**config.mk**
```make
export PLATFORM = sky130hd
export DESIGN_NAME = event_status_registers
export DESIGN_NICKNAME = d
export VERILOG_FILES = /design/src/event_status_pkg.sv /design/src/event_status_registers.sv
export VERILOG_INCLUDE_DIRS = /design/src
export SDC_FILE = /design/constraint.sdc
export NUM_CORES = 1
export LEC_CHECK = 0
export BUFFER_PORTS_ARGS = -buffer_cell sky130_fd_sc_hd__buf_2
export CAP_MARGIN = 20
export CORE_MARGIN = 2
export CORE_UTILIZATION = 45
export DETAILED_ROUTE_END_ITERATION = 7
export GPL_TIMING_DRIVEN = 0
export PLACE_DENSITY = 0.72
export SLEW_MARGIN = 5
export SYNTH_ARGS = -nofsm -noshare
export SYNTH_HDL_FRONTEND = slang
export SYNTH_SLANG_ARGS = --single-unit
```
**constraint.sdc**
```tcl
create_clock -name CORE_CLK -period 2 [get_ports CORE_CLK]
set_input_delay 0.3 -clock CORE_CLK [delete_from_list [all_inputs] [get_ports CORE_CLK]]
set_output_delay 0.3 -clock CORE_CLK [all_outputs]
set_load 0.02 [all_outputs]
```
**src/event_status_map.svh**
```systemverilog
// Offsets-free constants for the event status block: field positions and resets.
`ifndef EVENT_STATUS_MAP_SVH
`define EVENT_STATUS_MAP_SVH
`define STD_BIT_OPC 0
`define STD_BIT_QYE 2
`define STD_BIT_DDE 3
`define STD_BIT_EXE 4
`define STD_BIT_CME 5
`define STD_BIT_PON 7
`define STD_USED_MASK 8'hbd
`define STD_RESET 8'h80
`define ERR_BIT_EXTCLK 0
`define ERR_BIT_UNCALIBRATED_LEVEL 1
`define ERR_BIT_RPP 2
`define ERR_BIT_PLL 3
`define ERR_BIT_DOWNLOAD 5
`define ERR_USED_MASK 8'h2f
`define END_BIT_FREQ 0
`define END_BIT_CAL 1
`define END_BIT_LEVEL 2
`define END_BIT_SWEEP 4
`define END_BIT_DOWNLOAD 5
`define END_USED_MASK 8'h37
`define MASK_RESET 8'h00
`define STB_BIT_END 2
`define STB_BIT_ERR 3
`define STB_BIT_ESB 5
`endif

```
**src/event_status_pkg.sv**
```systemverilog
// Types shared by the event status block.
package event_status_pkg;
   typedef logic [7:0] byte_t;
   // Command strobes decoded by the message parser, one cycle each.
   typedef struct packed {
      logic clear_status;
      logic std_query;
      logic std_mask_set;
      logic std_mask_query;
      logic ext_query_a;
      logic ext_query_b;
      logic ext_mask_set_a;
      logic ext_mask_set_b;
      logic ext_mask_query_a;
      logic ext_mask_query_b;
   } cmd_s;
   typedef enum logic [2:0] {
      SEL_STD = 3'b000,
      SEL_STD_MASK = 3'b001,
      SEL_ERR = 3'b010,
      SEL_END = 3'b011,
      SEL_ERR_MASK = 3'b100,
      SEL_END_MASK = 3'b101
   } sel_e;
endpackage

```
**src/event_status_registers.sv**
```systemverilog
// Event status registers with enable masks and status byte summaries.
//
// Behaviour
// - Set standard bit 7 on power-on.
// - Set standard bit 5 on a command error.
// - Set standard bit 4 on an execution error.
// - Set standard bit 3 on a device-dependent error.
// - Set standard bit 2 on a query error.
// - Set standard bit 0 when operation-complete command is processed.
// - An event bit feeds its summary only when its enable bit is set.
// - Standard event query returns the register then clears it.
// - No external writes to the standard event register except clearing.
// - Power-on loads 0x80; clear-status zeroes the standard register.
// - Standard mask is readable by query and writable by its set command.
// - Standard mask clears at power-on or when set with zero.
// - Standard mask unchanged by device clear, reset and clear-status.
// - Completion summary on status bit 2, error summary on bit 3.
// - Error bit 5 on download failure.
// - Error bit 3 on phase-locked-loop unlock.
// - Error bit 2 on reverse power relay trip.
// - Error bit 1 when output level becomes uncalibrated.
// - Error bit 0 when external modulation clock stops being valid.
// - Completion bits 5,4,2,1,0: download, sweep, level, calibration, frequency.
// - Extended event query returns the register then clears it.
// - Extended registers: no writes; cleared by clear-status, power-on, query.
// - Status bit 5 high exactly when any enabled standard bit set; here a mask write reaches bit 5 one cycle late.
// - Extended masks clear at power-on or zero set; else keep value.
`timescale 1ns/100ps
`include "event_status_map.svh"
module event_status_registers
   import event_status_pkg::*;
(
   input wire logic CORE_CLK, // System clock, 100 MHz.
   input wire logic SYS_RST, // Synchronous power-on reset.
   input wire logic CMD_ERR, // Command error pulse.
   input wire logic EXEC_ERR, // Execution error pulse.
   input wire logic DEV_ERR, // Device-dependent error pulse.
   input wire logic QUERY_ERR, // Query error pulse.
   input wire logic OPC_DONE, // Operation-complete processed pulse.
   input wire logic DOWNLOAD_FAIL, // Download failure, from pin.
   input wire logic PLL_UNLOCK, // Unlock detect, from pin.
   input wire logic REVERSE_POWER_TRIP, // Relay trip, from pin.
   input wire logic UNCALIBRATED_LEVEL, // Level uncalibrated_level, from pin.
   input wire logic EXT_CLK_LOST, // External clock invalid, from pin.
   input wire logic DOWNLOAD_DONE, // Download end pulse.
   input wire logic SWEEP_DONE, // Sweep end pulse.
   input wire logic LEVEL_SET_DONE, // Level setting end pulse.
   input wire logic CAL_DONE, // Level calibration end pulse.
   input wire logic FREQUENCY_SETTING_DONE, // Frequency setting end pulse.
   input wire cmd_s CMD, // Decoded command strobes.
   input wire byte_t CMD_DATA, // Data for mask set commands.
   output logic [7:0] RESP_DATA, // Query answer, binary weighted.
   output logic RESP_VALID, // Answer strobe, one cycle.
   output logic [7:0] STB_SUMMARY // Summary bits 2, 3 and 5 of status byte.
);

   byte_t std_reg, std_next, std_mask_reg;
   byte_t err_reg, err_next, err_mask_reg;
   byte_t end_reg, end_next, end_mask_reg;
   byte_t std_set, err_set, end_set;
   logic [4:0] pin_meta_reg, pin_sync_reg, pin_prev_reg;
   logic [4:0] pin_rise;
   logic resp_pending;

   // Two-stage synchroniser for the asynchronous error sources.
   always_ff @(posedge CORE_CLK) begin
      if (SYS_RST) begin
         pin_meta_reg <= 5'h00;
         pin_sync_reg <= 5'h00;
         pin_prev_reg <= 5'h00;
      end else begin
         pin_meta_reg <= {DOWNLOAD_FAIL, PLL_UNLOCK, REVERSE_POWER_TRIP,
                          UNCALIBRATED_LEVEL, EXT_CLK_LOST};
         pin_sync_reg <= pin_meta_reg;
         pin_prev_reg <= pin_sync_reg;
      end
   end

   // Errors are events: only the entry into the condition sets a bit.
   assign pin_rise = pin_sync_reg & ~pin_prev_reg;

   // Set vectors; unused positions stay zero.
   always_comb begin
      std_set = 8'h00;
      std_set[`STD_BIT_CME] = CMD_ERR;
      std_set[`STD_BIT_EXE] = EXEC_ERR;
      std_set[`STD_BIT_DDE] = DEV_ERR;
      std_set[`STD_BIT_QYE] = QUERY_ERR;
      std_set[`STD_BIT_OPC] = OPC_DONE;
      err_set = 8'h00;
      err_set[`ERR_BIT_DOWNLOAD] = pin_rise[4];
      err_set[`ERR_BIT_PLL] = pin_rise[3];
      err_set[`ERR_BIT_RPP] = pin_rise[2];
      err_set[`ERR_BIT_UNCALIBRATED_LEVEL] = pin_rise[1];
      err_set[`ERR_BIT_EXTCLK] = pin_rise[0];
      end_set = 8'h00;
      end_set[`END_BIT_DOWNLOAD] = DOWNLOAD_DONE;
      end_set[`END_BIT_SWEEP] = SWEEP_DONE;
      end_set[`END_BIT_LEVEL] = LEVEL_SET_DONE;
      end_set[`END_BIT_CAL] = CAL_DONE;
      end_set[`END_BIT_FREQ] = FREQUENCY_SETTING_DONE;
   end

   // Next event values: clears by query or clear-status, a new event wins.
   always_comb begin
      std_next = std_reg;
      if (CMD.clear_status || CMD.std_query) begin
         std_next = 8'h00;
      end
      std_next = (std_next | std_set) & `STD_USED_MASK;
      err_next = err_reg;
      if (CMD.clear_status || CMD.ext_query_a) begin
         err_next = 8'h00;
      end
      err_next = (err_next | err_set) & `ERR_USED_MASK;
      end_next = end_reg;
      if (CMD.clear_status || CMD.ext_query_b) begin
         end_next = 8'h00;
      end
      end_next = (end_next | end_set) & `END_USED_MASK;
   end

   // Event registers; power-on leaves only the power-on bit set.
   always_ff @(posedge CORE_CLK) begin
      if (SYS_RST) begin
         std_reg <= `STD_RESET;
         err_reg <= 8'h00;
         end_reg <= 8'h00;
      end else begin
         std_reg <= std_next;
         err_reg <= err_next;
         end_reg <= end_next;
      end
   end

   // Enable masks; clear-status does not touch them, zero data clears.
   always_ff @(posedge CORE_CLK) begin
      if (SYS_RST) begin
         std_mask_reg <= `MASK_RESET;
         err_mask_reg <= `MASK_RESET;
         end_mask_reg <= `MASK_RESET;
      end else begin
         if (CMD.std_mask_set) begin
            std_mask_reg <= CMD_DATA;
         end
         if (CMD.ext_mask_set_a) begin
            err_mask_reg <= CMD_DATA;
         end
         if (CMD.ext_mask_set_b) begin
            end_mask_reg <= CMD_DATA;
         end
      end
   end

   // Query answers return the value held before the read clears it.
   assign resp_pending = CMD.std_query | CMD.std_mask_query |
                         CMD.ext_query_a | CMD.ext_query_b |
                         CMD.ext_mask_query_a | CMD.ext_mask_query_b;

   always_ff @(posedge CORE_CLK) begin
      if (SYS_RST) begin
         RESP_DATA <= 8'h00;
         RESP_VALID <= 1'b0;
      end else begin
         RESP_VALID <= resp_pending;
         if (CMD.std_query) begin
            RESP_DATA <= std_reg;
         end else if (CMD.std_mask_query) begin
            RESP_DATA <= std_mask_reg;
         end else if (CMD.ext_query_a) begin
            RESP_DATA <= err_reg;
         end else if (CMD.ext_query_b) begin
            RESP_DATA <= end_reg;
         end else if (CMD.ext_mask_query_a) begin
            RESP_DATA <= err_mask_reg;
         end else if (CMD.ext_mask_query_b) begin
            RESP_DATA <= end_mask_reg;
         end
      end
   end

   // Summary bits follow the new event values and the mask values held before any write.
   always_ff @(posedge CORE_CLK) begin
      if (SYS_RST) begin
         STB_SUMMARY <= 8'h00;
      end else begin
         STB_SUMMARY <= 8'h00;
         STB_SUMMARY[`STB_BIT_ESB] <= |(std_next & std_mask_reg);
         STB_SUMMARY[`STB_BIT_ERR] <= |(err_next & err_mask_reg);
         STB_SUMMARY[`STB_BIT_END] <= |(end_next & end_mask_reg);
      end
   end

   // Assertions.
   property p_pon;
      @(posedge CORE_CLK) $fell(SYS_RST) |-> std_reg[`STD_BIT_PON];
   endproperty
   a_pon: assert property (p_pon) else $error("power-on bit not set");

   property p_cme;
      @(posedge CORE_CLK) disable iff (SYS_RST)
         CMD_ERR |=> std_reg[`STD_BIT_CME];
   endproperty
   a_cme: assert property (p_cme) else $error("command error lost");

   property p_opc;
      @(posedge CORE_CLK) disable iff (SYS_RST)
         OPC_DONE |=> std_reg[`STD_BIT_OPC];
   endproperty
   a_opc: assert property (p_opc) else $error("opc bit lost");

   property p_exe;
      @(posedge CORE_CLK) disable iff (SYS_RST)
         EXEC_ERR |=> std_reg[`STD_BIT_EXE];
   endproperty
   a_exe: assert property (p_exe) else $error("execution error lost");

   property p_dde;
      @(posedge CORE_CLK) disable iff (SYS_RST)
         DEV_ERR |=> std_reg[`STD_BIT_DDE];
   endproperty
   a_dde: assert property (p_dde) else $error("device error lost");

   property p_qye;
      @(posedge CORE_CLK) disable iff (SYS_RST)
         QUERY_ERR |=> std_reg[`STD_BIT_QYE];
   endproperty
   a_qye: assert property (p_qye) else $error("query error lost");

   property p_cls_std;
      @(posedge CORE_CLK) disable iff (SYS_RST)
         CMD.clear_status && !(|std_set) |=> std_reg == 8'h00;
   endproperty
   a_cls_std: assert property (p_cls_std)
      else $error("standard flags not cleared");

   property p_mask_set;
      @(posedge CORE_CLK) disable iff (SYS_RST)
         CMD.std_mask_set |=> std_mask_reg == $past(CMD_DATA);
   endproperty
   a_mask_set: assert property (p_mask_set)
      else $error("standard mask not written");

   property p_mask_query;
      @(posedge CORE_CLK) disable iff (SYS_RST)
         CMD.std_mask_query && !CMD.std_query |=>
            RESP_VALID && RESP_DATA == $past(std_mask_reg);
   endproperty
   a_mask_query: assert property (p_mask_query)
      else $error("standard mask query wrong");

   property p_err_sum;
      @(posedge CORE_CLK) disable iff (SYS_RST)
         ##1 STB_SUMMARY[`STB_BIT_ERR] == |(err_reg & $past(err_mask_reg));
   endproperty
   a_err_sum: assert property (p_err_sum)
      else $error("error summary mismatch");

   property p_end_sum;
      @(posedge CORE_CLK) disable iff (SYS_RST)
         ##1 STB_SUMMARY[`STB_BIT_END] == |(end_reg & $past(end_mask_reg));
   endproperty
   a_end_sum: assert property (p_end_sum)
      else $error("completion summary mismatch");

   property p_dl_fail;
      @(posedge CORE_CLK) disable iff (SYS_RST)
         $rose(pin_sync_reg[4]) |=> err_reg[`ERR_BIT_DOWNLOAD];
   endproperty
   a_dl_fail: assert property (p_dl_fail)
      else $error("download failure not latched");

   property p_rpp;
      @(posedge CORE_CLK) disable iff (SYS_RST)
         $rose(pin_sync_reg[2]) |=> err_reg[`ERR_BIT_RPP];
   endproperty
   a_rpp: assert property (p_rpp) else $error("relay trip not latched");

   property p_uncalibrated_level;
      @(posedge CORE_CLK) disable iff (SYS_RST)
         $rose(pin_sync_reg[1]) |=> err_reg[`ERR_BIT_UNCALIBRATED_LEVEL];
   endproperty
   a_uncalibrated_level: assert property (p_uncalibrated_level)
      else $error("uncalibrated level not latched");

   property p_extclk;
      @(posedge CORE_CLK) disable iff (SYS_RST)
         $rose(pin_sync_reg[0]) |=> err_reg[`ERR_BIT_EXTCLK];
   endproperty
   a_extclk: assert property (p_extclk)
      else $error("clock loss not latched");

   property p_sweep;
      @(posedge CORE_CLK) disable iff (SYS_RST)
         SWEEP_DONE |=> end_reg[`END_BIT_SWEEP];
   endproperty
   a_sweep: assert property (p_sweep) else $error("sweep end lost");

   property p_err_query;
      @(posedge CORE_CLK) disable iff (SYS_RST)
         CMD.ext_query_a && !(|err_set) |=> err_reg == 8'h00;
   endproperty
   a_err_query: assert property (p_err_query)
      else $error("error flags not cleared");

   property p_cls_ext;
      @(posedge CORE_CLK) disable iff (SYS_RST)
         CMD.clear_status && !(|err_set) && !(|end_set) |=>
            err_reg == 8'h00 && end_reg == 8'h00;
   endproperty
   a_cls_ext: assert property (p_cls_ext)
      else $error("extended flags not cleared");

   property p_ext_mask;
      @(posedge CORE_CLK) disable iff (SYS_RST)
         CMD.ext_mask_set_a |=> err_mask_reg == $past(CMD_DATA);
   endproperty
   a_ext_mask: assert property (p_ext_mask)
      else $error("error mask not written");

   property p_ext_mask_hold;
      @(posedge CORE_CLK) disable iff (SYS_RST)
         CMD.clear_status && !CMD.ext_mask_set_b |=> $stable(end_mask_reg);
   endproperty
   a_ext_mask_hold: assert property (p_ext_mask_hold)
      else $error("completion mask changed by clear");

   property p_std_query;
      @(posedge CORE_CLK) disable iff (SYS_RST)
         CMD.std_query && !(|std_set) |=>
            RESP_VALID && RESP_DATA == $past(std_reg) && std_reg == 8'h00;
   endproperty
   a_std_query: assert property (p_std_query)
      else $error("standard query wrong");

   property p_cls_mask;
      @(posedge CORE_CLK) disable iff (SYS_RST)
         CMD.clear_status && !CMD.std_mask_set |=> $stable(std_mask_reg);
   endproperty
   a_cls_mask: assert property (p_cls_mask)
      else $error("mask changed by clear");

   property p_esb;
      @(posedge CORE_CLK) disable iff (SYS_RST)
         ##1 STB_SUMMARY[`STB_BIT_ESB] == |(std_reg & $past(std_mask_reg));
   endproperty
   a_esb: assert property (p_esb) else $error("summary mismatch");

   property p_pll;
      @(posedge CORE_CLK) disable iff (SYS_RST)
         $rose(pin_sync_reg[3]) |=> err_reg[`ERR_BIT_PLL];
   endproperty
   a_pll: assert property (p_pll) else $error("unlock not latched");

   property p_ext_query;
      @(posedge CORE_CLK) disable iff (SYS_RST)
         CMD.ext_query_b && !(|end_set) |=> end_reg == 8'h00;
   endproperty
   a_ext_query: assert property (p_ext_query)
      else $error("completion not cleared");

   property p_unused;
      @(posedge CORE_CLK)
         (std_reg & ~`STD_USED_MASK) == 8'h00 &&
         (err_reg & ~`ERR_USED_MASK) == 8'h00 &&
         (end_reg & ~`END_USED_MASK) == 8'h00;
   endproperty
   a_unused: assert property (p_unused) else $error("unused bit set");

   property p_cv_query;
      @(posedge CORE_CLK) disable iff (SYS_RST) CMD.std_query ##1 RESP_VALID;
   endproperty
   c_cv_query: cover property (p_cv_query);

   property p_cv_err;
      @(posedge CORE_CLK) disable iff (SYS_RST) STB_SUMMARY[`STB_BIT_ERR];
   endproperty
   c_cv_err: cover property (p_cv_err);

   property p_cv_race;
      @(posedge CORE_CLK) disable iff (SYS_RST) CMD.clear_status && CMD_ERR;
   endproperty
   c_cv_race: cover property (p_cv_race);

   property p_cv_mask_zero;
      @(posedge CORE_CLK) disable iff (SYS_RST)
         CMD.std_mask_set && CMD_DATA == 8'h00;
   endproperty
   c_cv_mask_zero: cover property (p_cv_mask_zero);

endmodule

```
==> results of run 1 <==
==> per-stage QoR <==
step                power, mW  instances  hold WS [ps]
floorplan                1.68        284           414
CTS                      2.92        415           151
detailed placement       1.80        400           424
global route             3.02        415           158
finish                   2.90        415           161
global placement         1.79        400           421
==> cells in the final DEF (no fill, tap or decap), types with 9 or more instances in the layout <==
cell type	Yosys	final
a21oi_1	19	19
buf_2	0	41
clkbuf_1	12	12
clkbuf_8	0	11
dfxtp_1	67	67
inv_1	9	9
mux2i_1	30	30
nand2_1	12	12
nor2_1	41	41
nor2b_1	18	18
==> worst min-delay path by stage <==
stage | start | endpoint | slack, ps | cells after the start
global route | DOWNLOAD_FAIL | pin_meta_reg[4] | 160 | 2
CTS | DOWNLOAD_FAIL | pin_meta_reg[4] | 150 | 2
floorplan | pin_meta_reg[0] | pin_sync_reg[0] | 410 | 1
detailed placement | pin_meta_reg[0] | pin_sync_reg[0] | 420 | 1
global placement | pin_meta_reg[4] | pin_sync_reg[4] | 420 | 1
finish | PLL_UNLOCK | pin_meta_reg[3] | 160 | 2
==> kinds of logic after synthesis <==
family	synth area share (%)
DFF	49.8
other	0.139
and+or+nand+nor	16.7
buffers and inverters	5.44
AOI/OAI and AO/OA	15.1
muxes	12.8
==> power breakdown <==
group          switching, mW  leakage (nW)  internal (mW)
sequential            0.0445         0.553           1.41
combinational          0.182         0.769          0.139
clock                  0.491        0.0974          0.634
==> layout make-up <==
class / count / area [µm²] / share of cell area (%)
clock inverter: 4 / 50.0 / 1.56
multi-input combinational: 187 / 1220 / 38.0
sequential: 67 / 1340 / 41.8
buffer: 21 / 113 / 3.51
timing repair buffer: 41 / 205 / 6.40
clock buffer: 11 / 151 / 4.72
inverter: 9 / 33.8 / 1.05
tap: 75 / 93.8 / 2.93
==> worst max-delay path: stages <==
cell and delay [ps]:
buf_2 130, or3_4 410, nor4_4 450, a21oi_1 90
a211oi_1 250
==> layer usage <==
| layer | GRT usage [%] | vias up |
|---|---|---|
| met2 | 31.7 | 87 |
| met5 | 0 | - |
| li1 | - | 1074 |
| met4 | 9.66 | 0 |
| met3 | 4.56 | 10 |
| met1 | 27.9 | 992 |
==> qor.txt, run 1 <==
Crit end category = flip-flop
Grt ovf = 0
Ys async rst share = 0%
Top-count cell post-synth = dfxtp_1
Placed cell area = 3010 µm²
Peak supply drop = 460 µV
Die footprint = 6620 µm²
P&R area growth vs syn = 19.1%
Via density = 5.21
Crit start category = input pin
End point of the critical path = RESP_DATA[5]
DRT Pass-1 Iters = 4
Main synth FF type = dfxtp_1
Synth Register Bits = 67
Proportion of layout cells with a drive suffix above 1 = 21.2%
Clk slew on worst S/H paths = 70 ps
IO Count = 52
Fin area = 3210 µm²
Met2 wire len = 2810 µm
CTS tree = built
Hold_buf cts = 0
Setup_tns = 0 ps
Synth cell types = 38
Status = completed
Routed Antenna Nets = 0
Setup CP Type = input pin to flip-flop
RR Endpoint = RESP_DATA[3]
RePlAce Congestion = 0.858
Port-buffer cells = 41
Die height = 81.4 µm
Worst r2r src = err_mask_reg[3]
Ys Warns = 0
Clock Root Buffer = clkbuf_8
Pins over their slew limit = 0
R2r worst-path depth = 4
DR WL met3 = 508 µm
Initial cell density of the core = 46.0%
Overall Global Routing Usage = 20.8%
Yosys top cell area share = 49.8%
# DRC = 0
Largest net degree at the start of global routing = 12
Worst Path Required = 2260 ps
Final worst path period need = 1370 ps
Ant diodes = 0
Vias in the first global route = 1,950
PwrDens = 903 nW/µm²
Clock Skew = 7.28 ps
Vias = 2,163
Register area share after synthesis = 49.8%
First DRT Iteration DRCs = 213
Post-layout nets = 371
Mapped Avg Cell Area = 9.62 µm²
Worst setup margin = 629 ps
Clk buf depth = 2
First-pass GRT wire length = 9990 µm
Number of synthesized flops with an enable pin = 0
Maxcap violations = 0
Metal-1 WL = 2850 µm
Fillers = 534
Hold Vio Cnt, Final = 0
Routed len/inst = 15.2 µm
Cell Area, Synth = 2690 µm²
Max H-tree Level = 3
Final wirelength = 6300 µm
Area leader, netlist = dfxtp_1
Critical Path Source = CMD[6]
WP data arrival = 1630 ps
Rel. slew slack = 54.7%
Postcts setup bufs = 0
Fmax = 729 MHz
Rows = 28
Top post-synthesis cells by area = dfxtp_1, mux2i_1, nor2_1
Post-DP HPWL = 4540 µm
Worst reg-to-reg setup slack = 720 ps
Num CTS Buffers = 9
Total leakage power = 1.42 nW
Final setup violation count = 0
Fin util = 54.8%
CP max FO = 9
Tightest Pin Transition = 679 ps
Clk_lat worst skew = 340 ps
Width of the die = 81.4 µm
Gates resized, CTS repair = 0
Max Used Layer = met4
Clock sinks = 67
Worst slack at placement = 283 ps
Initial antenna violation count = 0
Post-Syn Instances = 280
RSZ-0062 raised after global routing = no
Post-route clock period utilization = 68.6%
Synth cell count leaders = dfxtp_1, nor2_1, mux2i_1
Hold WC Path Type = input pin to flip-flop
Core area = 5850 µm²
Note: power is estimated with default switching activity, not from simulation.
==> run 2, diff against run 1 <==
--- a/config.mk
+++ b/config.mk
@@ -6,6 +6,7 @@
 export SDC_FILE = /design/constraint.sdc
 export NUM_CORES = 1
 export LEC_CHECK = 0
+export ABC_AREA = 1
 export BUFFER_PORTS_ARGS = -buffer_cell sky130_fd_sc_hd__buf_2
 export CAP_MARGIN = 20
 export CORE_MARGIN = 2
==> constraint.sdc (replaced) <==
create_clock -name CORE_CLK -period 1.31 [get_ports CORE_CLK]
set_input_delay 0.1965 -clock CORE_CLK [delete_from_list [all_inputs] [get_ports CORE_CLK]]
set_output_delay 0.1965 -clock CORE_CLK [all_outputs]
set_load 0.02 [all_outputs]
==> qor.txt, run 2 <==
Postcts setup bufs = 0 (unchanged)
Grt ovf = 0 (unchanged)
Crit start category = flip-flop
Die height = 82.5 µm (+1.4%)
Most frequent cells in the layout = nand2_1, dfxtp_1, nor2_1, inv_1, buf_2
Main synth FF type = dfxtp_1
Final wirelength = 6770 µm (+7.4%)
Crit end category = output pin
First DRT Iteration DRCs = 139 (-35%)
DR WL met3 = 493 µm (-3.0%)
Gates resized, CTS repair = 0 (unchanged)
Fmax = 954 MHz
Cell Area, Synth = 2780 µm² (+3.1%)
Post-layout nets = 481 (+30%)
Fin util = 55.8% (+0.94 points)
R2r worst-path depth = 6 (+2)
Met2 wire len = 3020 µm (+7.4%)
Mapped Avg Cell Area = 7.13 µm² (-26%)
Post-Syn Instances = 389 (+39%)
Top post-synthesis cells by area = dfxtp_1, nand2_1, nor2_1
CTS tree = built
RePlAce Congestion = 0.836 (-2.6%)
Vias = 2,566 (+19%)
Overall Global Routing Usage = 21.9% (+1.1 points)
Hold path depth = 3 (+1)
Initial cell density of the core = 46.6% (+0.57 points)
Peak supply drop = 617 µV (+34%)
Commonest non-fill, non-tap cell in the layout = nand2_1
Initial antenna violation count = 0 (unchanged)
Final setup violation count = 0 (unchanged)
Worst setup margin = 261 ps (-367 ps)
Post-DP HPWL = 4920 µm (+8.2%)
IO Count = 52 (unchanged)
Tightest Pin Transition = 566 ps (-113 ps)
Clock sinks = 67 (unchanged)
Clk_lat worst skew = 350 ps (about the same)
Worst Path Required = 1110 ps (-1150 ps)
Via density = 4.88 (-6.4%)
Crit-path slowest cell = dfxtp_1
Crit path cell chain = buf_2
Register area share after synthesis = 48.3% (-1.5 points)
Crit path max-delay family = flip-flops
Width of the die = 82.5 µm (+1.4%)
# DRC = 0 (unchanged)
Hold_buf cts = 0 (unchanged)
CP max FO = 2 (-7)
Largest net degree at the start of global routing = 12 (unchanged)
Clk buf depth = 2 (unchanged)
Max H-tree Level = 3 (unchanged)
Worst path max stage delay = 340 ps (-110 ps)
Sequential cell area = 1340 µm² (unchanged)
P&R area growth vs syn = 19.7%
Yosys top cell area share = 48.3% (-1.5 points)
Port-buffer cells = 42 (+2.4%)
WP data arrival = 850 ps (-780 ps)
Routed Antenna Nets = 0 (unchanged)
Clock Skew = 8.10 ps (+0.827 ps)
Pins over their slew limit = 0 (unchanged)
RSZ-0062 raised after global routing = no
Clk slew on worst S/H paths = 70 ps (about the same)
First-pass GRT wire length = 10,900 µm (+9.0%)
PwrDens = 1410 nW/µm² (+57%)
Post-route clock period utilization = 80.1%
Area leader, netlist = dfxtp_1
Clock Root Buffer = clkbuf_8
Core area = 5960 µm² (+1.8%)
Die footprint = 6810 µm² (+2.9%)
Ys async rst share = 0% (unchanged)
Vias in the first global route = 2,321 (+19%)
Rows = 28 (unchanged)
WP buf/inv = 1 (unchanged)
Proportion of layout cells with a drive suffix above 1 = 18.2% (-3.0 points)
Final worst path period need = 1050 ps
Routed len/inst = 12.9 µm (-15%)
DRT Pass-1 Iters = 4 (unchanged)
Synth Register Bits = 67 (unchanged)
Hold WC Path Type = input pin to flip-flop
Ant diodes = 0 (unchanged)
Total leakage power = 1.63 nW (+15%)
Top-count cell post-synth = nand2_1
Rel. slew slack = 62.3% (+7.5 points)
Metal-1 WL = 3110 µm (+9.0%)
Max Used Layer = met4
Area of the multi-input gates = 1100 µm² (-9.4%)
Critical path depth in cells = 1 (-4)
Maxcap violations = 0 (unchanged)
Ys Warns = 0 (unchanged)
Synth cell count leaders = nand2_1, dfxtp_1, nor2_1
Number of synthesized flops with an enable pin = 0 (unchanged)
Status = completed
Hold Vio Cnt, Final = 0 (unchanged)
Synth cell types = 26 (-32%)
Setup CP Type = flip-flop to output pin
Worst slack at placement = 5.95 ps (-277 ps)
Num CTS Buffers = 9 (unchanged)
Fillers = 607 (+14%)
Setup_tns = 0 ps (unchanged)
run 2: changes by cell type after synthesis, moves of 6 or more:
cell and delta:
nor2b_1 -18, o21ai_0 +28, a22o_1 -7, a21oi_1 +21, inv_1 +46, nand2_1 +68
nand3_1 +15, buf_2 +8, mux2i_1 -30, nor2_1 +16, clkbuf_1 -7, and2_1 -6
run 2: routing by layer:
metal	vias to the layer above	track usage (%)
met1	1149	29.1
met4	0	9.18
met3	16	5.43
met5	-	0
li1	1316	-
met2	85	33.7
run 2: power by group:
part           switching (mW)  internal, mW  total (mW)  leakage (nW)
clock                   0.783          1.17        1.96         0.113
sequential             0.0617          2.16        2.22         0.555
combinational           0.333         0.192       0.525         0.963
total                    1.18          3.52        4.70          1.63
run 2: path summary, 6_finish.rpt:
kind                                        end               start  slack (ps)
worst min-delay path            pin_meta_reg[2]  REVERSE_POWER_TRIP          50
worst max register to register     RESP_DATA[7]     end_mask_reg[7]         320
worst max-delay path               RESP_DATA[6]        RESP_DATA[6]         260
worst min register to register  pin_sync_reg[0]     pin_meta_reg[0]         400
run 2: area by class of cell:
cell class | instances | area share [%]
timing repair buffer | 42 | 6.33
clock buffer | 12 | 4.67
clock inverter | 4 | 2.18
sequential | 67 | 40.4
multi-input combinational | 248 | 33.3
buffer | 22 | 4.03
inverter | 56 | 6.33
tap | 75 | 2.82
run 2: per-stage QoR:
stage                     instance area, µm²  cells  power [mW]  hold WS, ps
final                                   3320    526        4.70         50.6
after global routing                    3320    526        4.90         47.1
after CTS                               3320    526        4.71         46.5
after detailed placement                3090    510        2.78          395
after global placement                  3090    510        2.77          391
after floorplan                         2790    393        2.60          303
run 2: cell families (layout without fill, tap and decap cells):
logic type	after synthesis	in the layout	synth area share, %
other	1	5	0.135
buffers and inverters	78	136	12.4
AOI/OAI and AO/OA	81	81	15.1
DFF	67	67	48.3
and+or+nand+nor	162	162	24.0
==> run 3, diff against run 2 <==
--- a/config.mk
+++ b/config.mk
@@ -13,7 +13,7 @@
 export CORE_UTILIZATION = 45
 export DETAILED_ROUTE_END_ITERATION = 7
 export GPL_TIMING_DRIVEN = 0
-export PLACE_DENSITY = 0.72
+export PLACE_DENSITY = 0.74
 export SLEW_MARGIN = 5
 export SYNTH_ARGS = -nofsm -noshare
 export SYNTH_HDL_FRONTEND = slang
==> constraint.sdc (replaced) <==
create_clock -name CORE_CLK -period 0.9 [get_ports CORE_CLK]
set_input_delay 0.135 -clock CORE_CLK [delete_from_list [all_inputs] [get_ports CORE_CLK]]
set_output_delay 0.135 -clock CORE_CLK [all_outputs]
set_load 0.02 [all_outputs]
==> qor.txt, run 3 (synthesis results as in run 2) <==
Worst r2r src = pin_sync_reg[1]
Rel. slew slack = 66.2% (+3.9 points)
RR Endpoint = STB_SUMMARY[3]
Worst hold slack across all endpoints = 29.4 ps (-21.3 ps)
First-pass GRT wire length = 11,400 µm (+4.2%)
Crit end category = output pin
Maxcap violations = 0 (unchanged)
Peak supply drop = 1070 µV (+73%)
Worst path max stage delay = 350 ps (about the same)
Hold Vio Cnt, Final = 0 (unchanged)
Width of the die = 82.5 µm (unchanged)
Clk_lat worst skew = 350 ps (about the same)
WP buf/inv = 1 (unchanged)
Clock sinks = 67 (unchanged)
DRT Pass-1 Iters = 4 (unchanged)
Vias = 2,610 (+1.7%)
Grt ovf = 0 (unchanged)
Proportion of layout cells with a drive suffix above 1 = 35.8% (+18 points)
Setup_tns = -492 ps (-492 ps)
Most frequent cells in the layout = nand2_1, nor2_1, inv_1, buf_2, a21oi_1
Post-route clock period utilization = 107%
Fmax = 1040 MHz
RSZ-0062 raised after global routing = yes
Hold path depth = 3 (unchanged)
Crit path max-delay family = flip-flops
Max H-tree Level = 3 (unchanged)
Initial cell density of the core = 46.6% (unchanged)
Critical Path Source = RESP_DATA[0]
Net load switching power = 1.86 mW (+58%)
Crit path cell chain = buf_6
Placed Cells = 510 (unchanged)
Int Pwr = 4.56 mW (+29%)
End point of the critical path = RESP_DATA[0]
Die height = 82.5 µm (unchanged)
Clk buf depth = 2 (unchanged)
Commonest non-fill, non-tap cell in the layout = nand2_1
Clock Skew = 6.40 ps (-1.70 ps)
Crit-path slowest cell = dfxtp_2
Placed cell area = 3110 µm² (+0.53%)
Routed len/inst = 12.7 µm (-1.1%)
Rows = 28 (unchanged)
Final setup violation count = 16 (+16)
Worst reg-to-reg setup slack = -40 ps (-360 ps)
Post-layout nets = 496 (+3.1%)
Worst slack at placement = -371 ps (-377 ps)
Total leakage power = 1.72 nW (+5.4%)
Initial antenna violation count = 0 (unchanged)
CP max FO = 2 (unchanged)
Vias in the first global route = 2,469 (+6.4%)
Finished Layout Cells = 541 (+2.9%)
Ant diodes = 0 (unchanged)
Final worst path period need = 959 ps
First DRT Iteration DRCs = 150 (+7.9%)
Clock Power Share = 34.9% (-6.7 points)
Port-buffer cells = 42 (unchanged)
Core area = 5960 µm² (unchanged)
Worst setup margin = -59.0 ps (-320 ps)
Worst Path Required = 760 ps (-350 ps)
Sw Ratio = 28.9% (+3.9 points)
Clk slew on worst S/H paths = 80 ps (about the same)
Pins over their slew limit = 0 (unchanged)
Via density = 4.82 (-1.1%)
Final wirelength = 6880 µm (+1.7%)
Setup CP Type = flip-flop to output pin
Combinational share of power = 14.5% (+3.3 points)
Critical path depth in cells = 1 (unchanged)
R2r worst-path depth = 7 (+1)
Tightest Pin Transition = 507 ps (-58.9 ps)
IO Count = 52 (unchanged)
Routed Antenna Nets = 0 (unchanged)
CTS tree = built
Failing checks = setup timing
Hold WC Path Type = input pin to flip-flop
RePlAce Congestion = 0.853 (+2.1%)
# DRC = 0 (unchanged)
Clock Root Buffer = clkbuf_8
PwrDens = 1770 nW/µm² (+25%)
Overall Global Routing Usage = 22.4% (+0.52 points)
P&R area growth vs syn = 30.7%
Crit start category = flip-flop
Largest net degree at the start of global routing = 14 (+2)
Status = complete, but fails checks
Num CTS Buffers = 9 (unchanged)
Die footprint = 6810 µm² (unchanged)
Fin area = 3630 µm² (+9.2%)
WP data arrival = 820 ps (-30 ps)
Post-DP HPWL = 4880 µm (-0.73%)
Sequential Power Share = 50.7% (+3.5 points)
==> run 3: changes by cell type in the layout (fill, tap and decap cells not counted), sizes merged <==
cell         delta
bufinv          -2
clkbuf          -3
clkinv          +2
clkinvlp        +2
dlygate4sd3     +5
buf            +10
inv             +1
==> run 3: worst min-delay path: stages <==
cell     delay [ps]
buf_2           100
inv_1            50
a21oi_1          60
==> run 3: timing repair <==
| action | CTS | global route |
|---|---|---|
| setup endpoints to repair | 18 | 24 |
| gates resized for setup | 65 | 38 |
| setup buffers | 6 | 4 |
| pin swaps | 11 | 22 |
| hold buffers | 5 | 0 |
| endpoints found under the hold margin | 5 | 0 |
==> run 3: per-stage QoR <==
stage | total power [mW] | util [%]
after floorplan | 3.79 | -
after global placement | 4.03 | 52.2
after detailed placement | 4.05 | 52.2
after CTS | 6.41 | 59.4
after global routing | 6.74 | 60.9
final | 6.42 | 60.9
==> run 3: routing by layer <==
layer	up-vias	part of all wire (%)	global-route usage [%]
met3	15	7.7	7.61
met2	89	47	35.8
met4	0	1.4	7.87
li1	1345	-	-
met5	-	0	0
met1	1161	44	28.1
==> run 3: how the worst min path moves through the flow <==
stage	start	endpoint	slack, ps
2_1_floorplan	EXT_CLK_LOST	pin_meta_reg[0]	240
3_3_place_gp	UNCALIBRATED_LEVEL	pin_meta_reg[1]	340
3_5_place_dp	PLL_UNLOCK	pin_meta_reg[3]	350
4_1_cts	CAL_DONE	end_reg[1]	30
5_1_grt	OPC_DONE	std_reg[0]	30
6_report	QUERY_ERR	std_reg[2]	30
==> run 3: layout make-up <==
type	count	area, µm²
inverters	56	210
repair buffers	57	410
fillers	553	2330
multi-input cells	248	1210
plain buffers	22	143
clock buffers	9	124
well taps	75	93.8
clock inverters	7	53.8
flip-flops and latches	67	1380
==> run 3: power by group through the flow <==
stage	sequential, mW	combinational (mW)	clock [mW]
2_1_floorplan	3.31	0.482	0
3_3_place_gp	3.28	0.752	0
3_5_place_dp	3.28	0.768	0
4_1_cts	3.24	0.882	2.29
5_1_grt	3.27	1.03	2.44
6_report	3.25	0.927	2.24
